===== config.mk =====
export PLATFORM = sky130hd
export DESIGN_NAME = emb_ctrl
export DESIGN_NICKNAME = d
export VERILOG_FILES = /design/src/hw/emb_pkg.sv /design/src/hw/emb_ctrl.sv
export VERILOG_INCLUDE_DIRS = /design/src /design/src/hw
export SDC_FILE = /design/constraint.sdc
export NUM_CORES = 1
export LEC_CHECK = 0
export BUFFER_PORTS_ARGS = -buffer_cell sky130_fd_sc_hd__buf_2
export CAP_MARGIN = 20
export CORE_MARGIN = 1
export CORE_UTILIZATION = 30
export CTS_CLUSTER_DIAMETER = 200
export DETAILED_ROUTE_END_ITERATION = 16
export PLACE_DENSITY_LB_ADDON = 0.08
export RECOVER_POWER = 50
export SLEW_MARGIN = 25
export SYNTH_ARGS = -nofsm -noshare
export SYNTH_HDL_FRONTEND = slang
export SYNTH_SLANG_ARGS = --single-unit

===== constraint.sdc =====
create_clock -name mclk -period 2.6 [get_ports mclk]
set_clock_uncertainty 0.15 [all_clocks]
set_input_delay 0.39 -clock mclk [delete_from_list [all_inputs] [get_ports mclk]]
set_output_delay 0.39 -clock mclk [all_outputs]
set_load 0.03 [all_outputs]

===== src/hw/emb_defs.svh =====
`ifndef EMB_DEFS_SVH
`define EMB_DEFS_SVH

// Widths of the multiplexed port and the high address port
`define EMB_AD_W        8
`define EMB_HI_W        8
`define EMB_ADDR_W      16

// Reset values
`define EMB_STROBE_RST  1'b1
`define EMB_OE_RST      1'b0
`define EMB_PULLUP_RST  1'b1
`define EMB_BYTE_RST    8'h00

`endif


===== src/hw/emb_pkg.sv =====
`include "emb_defs.svh"

package emb_pkg;

    // Bus cycle states, Gray coded from EMB_IDLE through EMB_DATA_LO
    typedef enum logic [2:0] {
        EMB_IDLE    = 3'h0,
        EMB_ADDR_HI = 3'h1,
        EMB_ADDR_LO = 3'h3,
        EMB_DATA_HI = 3'h2,
        EMB_DATA_LO = 3'h6
    } emb_state_t;

    // One access request from the core
    typedef struct packed {
        logic                    wr;
        logic                    ext;
        logic                    blk_sel;
        logic [`EMB_ADDR_W-1:0]  addr;
        logic [`EMB_AD_W-1:0]    wdata;
    } emb_req_t;

endpackage : emb_pkg


===== src/hw/emb_ctrl.sv =====
// How it works
// - Every access: address phase then data phase
// - Address strobe low in address phase high part
// - Address out at strobe fall, high byte held till next, low byte until data phase
// - Read: port floats, data caught at strobe rise
// - Write: data driven from strobe fall, held
// - Data strobe only pulses for external access
// - Data strobe low in data phase high part
// - Strobes float on bus acknowledge or float bit
// - Strobes held high by pull-up in reset
// - Block bit picks upper or lower strobe
// - Second strobe high on internal access
// - Read/write line high read, low write
// - Read/write line set per cycle, then held
// - Second strobe, read/write driven only when enabled
// - Read/write pin weak pull-up during reset
// - Port carries low address/data, high port address
`timescale 1ns/1ps
`include "emb_defs.svh"
`default_nettype none

module emb_ctrl (
    input  wire logic                   mclk,
    input  wire logic                   rst,
    input  wire logic                   req_valid,
    input  wire emb_pkg::emb_req_t      req,
    output var  logic                   req_ready_reg,
    output var  logic                   done_reg,
    output var  logic [`EMB_AD_W-1:0]   rdata_reg,
    input  wire logic                   bus_ack,
    input  wire logic                   bus_float_bit,
    input  wire logic                   ds2_af_en,
    input  wire logic                   rw_af_en,
    output var  logic                   addr_strobe_n_reg,
    output var  logic                   addr_strobe_oe_reg,
    output var  logic                   data_strobe_n_reg,
    output var  logic                   data_strobe_oe_reg,
    output var  logic                   data_strobe2_n_reg,
    output var  logic                   data_strobe2_oe_reg,
    output var  logic                   read_write_n_reg,
    output var  logic                   read_write_oe_reg,
    output var  logic                   pullup_en_reg,
    input  wire logic [`EMB_AD_W-1:0]   addr_data_in,
    output var  logic [`EMB_AD_W-1:0]   addr_data_out_reg,
    output var  logic                   addr_data_oe_reg,
    output var  logic [`EMB_HI_W-1:0]   high_addr_reg,
    output var  logic                   high_addr_oe_reg
);

    emb_pkg::emb_state_t state_reg;
    emb_pkg::emb_state_t state_next;
    emb_pkg::emb_req_t   cur_reg;
    emb_pkg::emb_req_t   acc_next;
    logic                accept;
    logic                floating;

    assign accept   = req_valid & req_ready_reg;
    assign floating = bus_ack | bus_float_bit;
    assign acc_next = accept ? req : cur_reg;

    // Phase sequencing, two clocks per phase
    always_comb begin
        case (state_reg)
            emb_pkg::EMB_IDLE:    state_next = accept ? emb_pkg::EMB_ADDR_HI : emb_pkg::EMB_IDLE;
            emb_pkg::EMB_ADDR_HI: state_next = emb_pkg::EMB_ADDR_LO;
            emb_pkg::EMB_ADDR_LO: state_next = emb_pkg::EMB_DATA_HI;
            emb_pkg::EMB_DATA_HI: state_next = emb_pkg::EMB_DATA_LO;
            emb_pkg::EMB_DATA_LO: state_next = accept ? emb_pkg::EMB_ADDR_HI
                                                      : emb_pkg::EMB_IDLE;
            default:              state_next = emb_pkg::EMB_IDLE;
        endcase
    end

    always_ff @(posedge mclk or posedge rst) begin
        if (rst) begin
            state_reg <= emb_pkg::EMB_IDLE;
        end else begin
            state_reg <= state_next;
        end
    end

    // Current access latched on accept
    always_ff @(posedge mclk or posedge rst) begin
        if (rst) begin
            cur_reg <= '0;
        end else if (accept) begin
            cur_reg <= req;
        end
    end

    // Ready when the next state may take a new access
    always_ff @(posedge mclk or posedge rst) begin
        if (rst) begin
            req_ready_reg <= 1'b0;
        end else begin
            req_ready_reg <= ~floating & (state_next == emb_pkg::EMB_IDLE ||
                                          state_next == emb_pkg::EMB_DATA_LO);
        end
    end

    // Pull-ups only while reset holds
    always_ff @(posedge mclk or posedge rst) begin
        if (rst) begin
            pullup_en_reg <= `EMB_PULLUP_RST;
        end else begin
            pullup_en_reg <= 1'b0;
        end
    end

    // Strobes and read/write level
    always_ff @(posedge mclk or posedge rst) begin
        if (rst) begin
            addr_strobe_n_reg  <= `EMB_STROBE_RST;
            data_strobe_n_reg  <= `EMB_STROBE_RST;
            data_strobe2_n_reg <= `EMB_STROBE_RST;
            read_write_n_reg   <= `EMB_STROBE_RST;
        end else begin
            addr_strobe_n_reg  <= state_next != emb_pkg::EMB_ADDR_HI;
            data_strobe_n_reg  <= !(state_next == emb_pkg::EMB_DATA_HI && acc_next.ext
                                    && acc_next.blk_sel);
            data_strobe2_n_reg <= !(state_next == emb_pkg::EMB_DATA_HI && acc_next.ext
                                    && !acc_next.blk_sel);
            if (state_next == emb_pkg::EMB_ADDR_HI) begin
                read_write_n_reg <= !acc_next.wr;
            end
        end
    end

    // Output enables follow float, acknowledge and port setup
    always_ff @(posedge mclk or posedge rst) begin
        if (rst) begin
            addr_strobe_oe_reg  <= `EMB_OE_RST;
            data_strobe_oe_reg  <= `EMB_OE_RST;
            data_strobe2_oe_reg <= `EMB_OE_RST;
            read_write_oe_reg   <= `EMB_OE_RST;
            high_addr_oe_reg    <= `EMB_OE_RST;
        end else begin
            addr_strobe_oe_reg  <= ~floating;
            data_strobe_oe_reg  <= ~floating;
            data_strobe2_oe_reg <= ~floating & ds2_af_en;
            read_write_oe_reg   <= ~floating & rw_af_en;
            high_addr_oe_reg    <= ~floating;
        end
    end

    // Multiplexed port: address, then write data or float
    always_ff @(posedge mclk or posedge rst) begin
        if (rst) begin
            addr_data_out_reg <= `EMB_BYTE_RST;
            addr_data_oe_reg  <= `EMB_OE_RST;
            high_addr_reg     <= `EMB_BYTE_RST;
        end else if (state_next == emb_pkg::EMB_ADDR_HI) begin
            addr_data_out_reg <= acc_next.addr[`EMB_AD_W-1:0];
            high_addr_reg     <= acc_next.addr[`EMB_ADDR_W-1:`EMB_AD_W];
            addr_data_oe_reg  <= ~floating;
        end else if (state_next == emb_pkg::EMB_DATA_HI) begin
            addr_data_out_reg <= cur_reg.wdata;
            addr_data_oe_reg  <= cur_reg.wr & ~floating;
        end else if (floating) begin
            addr_data_oe_reg  <= 1'b0;
        end
    end

    // Read data caught as the data strobe rises
    always_ff @(posedge mclk or posedge rst) begin
        if (rst) begin
            rdata_reg <= `EMB_BYTE_RST;
            done_reg  <= 1'b0;
        end else begin
            done_reg <= state_reg == emb_pkg::EMB_DATA_HI;
            if (state_reg == emb_pkg::EMB_DATA_HI && !cur_reg.wr) begin
                rdata_reg <= addr_data_in;
            end
        end
    end
endmodule : emb_ctrl

`default_nettype wire


---- Word-level counts from Yosys, hierarchy flattened ----
Index checks and enable logic that the tools add are counted.
storage, ports and cells
  bits in registers ....................... 65
  input bits .............................. 42
  output and inout port bits .............. 37
  word-level logic and storage cells ...... 58
cells by class
  eq/ne operators ......................... 8
  mux-type cells .......................... 8
  bitwise gates (word level) .............. 7
  reduce and logical (&&, ||, !) cells .... 15
operators with widths
  cell                                            number
  2-to-1 mux 27 bit                               1
  2-to-1 mux 8 bit                                2
  case mux 3 bit (4 select lines)                 1
  == test 3 x 2 -> 1 bit (second input constant)  3
  == test 3 x 1 -> 1 bit (second input constant)  2
  == test 3 bit (second input constant)           2
  zero test 3 bit                                 2
  AND 1 bit                                       5
  zero test 1 bit                                 5
  logical AND 1 bit                               4
  2-to-1 mux 1 bit                                4
  != test 3 x 1 -> 1 bit (second input constant)  1
  nonzero test 3 bit                              1
  nonzero test 2 bit                              1
  OR reduction 2 bit                              1
  logical OR 1 bit                                1
  NOT 1 bit                                       1
  bitwise OR 1 bit                                1

---- Logic depth before layout (Yosys ltp) ----
  depth after elaboration ................. 7
  depth in mapped cells ................... 5
  gate-level depth less buffers ........... 3

---- Worst setup path after synthesis ----
OpenSTA, ideal clock, no wires.
  kind .................................... reg2reg
  start ................................... register req_ready_reg
  end ..................................... register addr_data_out_reg[0]
  setup time .............................. 123 ps
  arrival time ............................ 1,581 ps
  data required time ...................... 2,327 ps
  setup slack ............................. 746 ps
  stages on the path, launching flop included .. 6
  path buffers ............................ 2
  clock period less this slack ............ 1,854 ps
  cell sequence ........................... dfrtp_1 -> nand2_1 -> or3_1 -> buf_2 -> buf_6 -> o221a_1
between the ends
  cells in the longest elaborated chain, start to end .. 5
  elaborated cells on any way between the ends .. 8
  classes of those cells .................. eq/ne: 2; mux: 4; bitwise: 1; reduce/logical: 1
RTL lines
  item                                                                     line                              source
  from (decl)                                                              emb_ctrl.sv:27                    output var logic req_ready_reg,
  from (signal assigned)                                                   emb_ctrl.sv:96                    req_ready_reg <= ~floating & (state_next == emb_pkg::EMB_IDLE ||
  AND 1 bit *                                                              emb_ctrl.sv:57                    assign accept = req_valid & req_ready_reg;
  2-to-1 mux 1 bit                                                         emb_ctrl.sv:64, emb_ctrl.sv:68
  case mux 3 bit (4 select lines)                                          emb_ctrl.sv:63                    case (state_reg)
  == test 3 x 1 -> 1 bit / == test 3 x 2 -> 1 bit (equally long branches)  emb_ctrl.sv:152, emb_ctrl.sv:156
  2-to-1 mux 8 bit / nonzero test 2 bit (equally long branches)            n/a
  to (signal assigned)                                                     emb_ctrl.sv:149                   addr_data_out_reg <= `EMB_BYTE_RST;
  to (signal assigned)                                                     emb_ctrl.sv:153                   addr_data_out_reg <= acc_next.addr[`EMB_AD_W-1:0];
  to (signal assigned)                                                     emb_ctrl.sv:157                   addr_data_out_reg <= cur_reg.wdata;
  to (decl)                                                                emb_ctrl.sv:44                    output var logic [`EMB_AD_W-1:0] addr_data_out_reg,
Mark *: on every way between the ends. The rest lies on a longest branch, timed or not.
A chain may end at the register's enable or synchronous reset.

---- Worst setup path after layout ----
  start ................................... register state_reg[1]
  end ..................................... register high_addr_reg[1]
between the ends
  cells in the longest elaborated chain, start to end .. 4
  elaborated cells on any way between the ends .. 8
  classes of those cells .................. eq/ne: 5; mux: 1; reduce/logical: 2
RTL lines
  item                                                     line             source
  from (decl)                                              emb_ctrl.sv:50   emb_pkg::emb_state_t state_reg;
  from (signal assigned)                                   emb_ctrl.sv:76   state_reg <= emb_pkg::EMB_IDLE;
  from (signal assigned)                                   emb_ctrl.sv:78   state_reg <= state_next;
  == test 3 bit / zero test 3 bit (equally long branches)  emb_ctrl.sv:63
  OR reduction 2 bit (no line)                             n/a
  case mux 3 bit (4 select lines) *                        emb_ctrl.sv:63
  == test 3 x 1 -> 1 bit *                                 emb_ctrl.sv:152  end else if (state_next == emb_pkg::EMB_ADDR_HI) begin
  to (signal assigned)                                     emb_ctrl.sv:151  high_addr_reg <= `EMB_BYTE_RST;
  to (signal assigned)                                     emb_ctrl.sv:154  high_addr_reg <= acc_next.addr[`EMB_ADDR_W-1:`EMB_AD_W];
  to (decl)                                                emb_ctrl.sv:46   output var logic [`EMB_HI_W-1:0] high_addr_reg,
Marks and branches as above.

==> results.txt <==
Antenna Nets Post-Route: 0
Largest net degree at the start of global routing: 58
Gpl congestion: 0.6667
Final hold vios: 0
Synth top area share: 55.73%
Clk pin slew, worst setup/hold paths: 0.06 ns
H-tree depth: 3
First-pass GRT wire length: 8.576 mm
Slew margin rel.: 6.839%
Synth Area in Simple Gates: 7.717%
Max reg flops: 19
Worst-margin pin slew: 1.397 ns
Placed cell areas: 0.002806 mm2
Synth Warn #: 0
Port Buffers: 78
Clock Latency Late Sink: 0.33 ns
Critical Path Source Type: flip-flop
Share of total power in combinational logic: 38.7%
Post-synth cell types: 31
CP max FO: 18
WL per Instance: 14.70 um
Initial antenna violation count: 0
Congestion Overflow GR: 0
Critical Path Slowest Stage Cell: or3_1
Post-CTS Setup Bufs: 0
Post-synth top area cell: dfrtp_1
Mean Syn Cell Area: 14.41 um2
Final worst path period share: 82.05%
Total GRT Usage: 13.75%
Achievable Freq: 468.8 MHz
Critical path type: reg2reg
Setup-failing EPs final: 0
Via density: 4.604
Final layout net count: 284
Drt first pass iters: 4
Clock power share: 19.6%
Synth Area in XOR/XNOR: 0.3751%
Largest family of logic cells by synthesized area: multiplexers
Post-synthesis sequential area ratio: 61.36%
Adder and majority gate portion of the synthesized area: 0%
Die width: 90.22 um
# hold bufs at CTS: 0
I/O pin cnt: 79
Slowest cell delay on critical path: 0.62 ns
Hpwl dp: 3.458 mm
DRT iter0 DRCs: 49
Post-Place Cells: 330
Layout cell share with drive strength beyond 1: 53.04%
Initial core utilization: 31.68%
Core ar.: 0.007370 mm2
Net Sw Frac: 38.92%
Fin crit period: 2.133 ns
Outcome: finished clean
CTS buffer count: 9
Total power: 0.003580 W
Ant diodes: 0
Via count: 1593
P_int: 0.002187 W
Min-delay worst type: in2reg
Slew Limit Fails: 0
Endpoint type of the worst setup path: flip-flop
Synth Area in Compound Gates: 9.325%
# clock sinks: 57
PD cells: 1211 mW/mm2
Remaining DRCs: 0
CTS tree: done
Max cap viols: 0
Mapped cell area: 0.002335 mm2
Post-synthesis mux area share: 17.79%
Arr. time, crit path: 2.19 ns
Synth Register Bits: 57
Post-route cell area: 0.002955 mm2
Switch Pwr: 0.001393 W
Leading post-synthesis cells by cell area: dfrtp_1 (56%), mux2_2 (17%), dfstp_2 (5.6%)
CTS root buf: clkbuf_8
Syn Nets: 204
Non-filler cells, final: 346
Routed WL: 5.085 mm
P&R area growth vs syn: 26.58%
Flop pwr share: 41.8%
Die height: 90.22 um
Peak supply drop: 0.4390 mV
Row Count: 31
Leakage Power: 1.393 nW
Syn Inst Count: 162
RSZ-0062 raised after global routing: no
PostCTS Resize Cnt: 0
CP required: 2.66 ns
Max Buffers Root-to-Sink: 2
Crit path cell chain: xor2_1, or3_1, mux2_2
Setup TNS: 0 ns
Vias in the first global route: 1646
Die area: 0.008140 mm2
-- through the flow --
stage               hold slack, ns  worst slack [ns]  utilization, %
global route                0.1029            0.2668           40.10
CTS                         0.1011            0.4071           40.32
floorplan                   0.3179            0.6686               -
detailed placement          0.3130            0.4208           38.08
global placement            0.3071            0.4810           38.08
finish                      0.1201            0.4667           40.10
-- critical path, delay by kind of cell, from the launching register on --
family	cells	cell delay, ns
xor+xnor	1	0.26
simple gates	1	0.62
mux	1	0.41
flops	1	0.58
-- synth_stat cells, drive strengths merged --
cell type and count:
nand2 2, nor3 1, mux2 36, o21ai 2
buf 7, o211a 1, nor2b 1, o21a 1
o211ai 1, nor2 6, nand2b 1, inv 3
xor2 1, nand3 1, o221a 9, or3 1
and2 3, dfrtp 52, mux2i 1, nor3b 2
conb 1, a211o 8, and3b 8, clkbuf 5
nand4 2, dfstp 5, o31ai 1
-- final cells by class --
| type | instances | area, um2 |
|---|---|---|
| Fill cell | 749 | 4414 |
| Sequential cell | 57 | 1433 |
| Multi-Input combinational cell | 90 | 825.8 |
| Timing Repair Buffer | 81 | 396.6 |
| Clock buffer | 12 | 145.1 |
| Tap cell | 99 | 123.9 |
| Clock inverter | 4 | 20.02 |
| Inverter | 3 | 11.26 |
-- cell families after synthesis --
kind of cell	after synthesis
mux	37
other cells	1
buf+inv	15
xor+xnor	1
simple gates	28
compound gates	23
flops	57
-- power by group through the flow --
| stage | logic (W) | registers (W) | clock network (W) |
|---|---|---|---|
| 2_1_floorplan | 0.000664 | 0.00185 | 0 |
| 3_3_place_gp | 0.00141 | 0.00151 | 0 |
| 3_5_place_dp | 0.00142 | 0.00151 | 0 |
| 4_1_cts | 0.00142 | 0.00150 | 0.000738 |
| 5_1_grt | 0.00149 | 0.00156 | 0.000773 |
| 6_report | 0.00138 | 0.00150 | 0.000701 |
-- cells in the final DEF, fill, tap and decap left out, types with 2 or more instances in the layout --
cell type,n
inv_1,3
clkbuf_8,10
dfstp_2,5
mux2_2,35
dfrtp_1,52
nor2_1,6
nand4_1,2
and3b_1,8
clkinv_2,4
nand2_1,2
clkbuf_1,9
o221a_1,8
buf_2,73
and2_1,2
a211o_1,8
nor3b_1,2
-- per-layer routing --
metal  vias to the layer above  track usage, %  routed length [um]
li1                        756               -                   -
met1                       775           18.74                2463
met2                        57           19.78                2251
met3                         5           5.584                 309
met4                         0           4.435                  61
met5                         -               0                   0
-- worst paths after layout --
check                                              from                             to  slack, ns  cells after the start
min in group asynchronous                           rst       rdata_reg[3]$_DFFE_PP0P_       0.36                      3
hold reg to reg            read_write_n_reg$_DFFE_PP1N_   read_write_n_reg$_DFFE_PP1N_       0.32                      2
hold / removal                                ds2_af_en  data_strobe2_oe_reg$_DFF_PP0_       0.12                      2
setup reg to reg                 state_reg[1]$_DFF_PP0_   high_addr_reg[1]$_DFFE_PP0N_       0.47                      3
max in group asynchronous                           rst     high_addr_oe_reg$_DFF_PP0_       1.07                      3
setup / recovery                 state_reg[1]$_DFF_PP0_   high_addr_reg[1]$_DFFE_PP0N_       0.47                      3
Power figures use the tool's default switching activity.
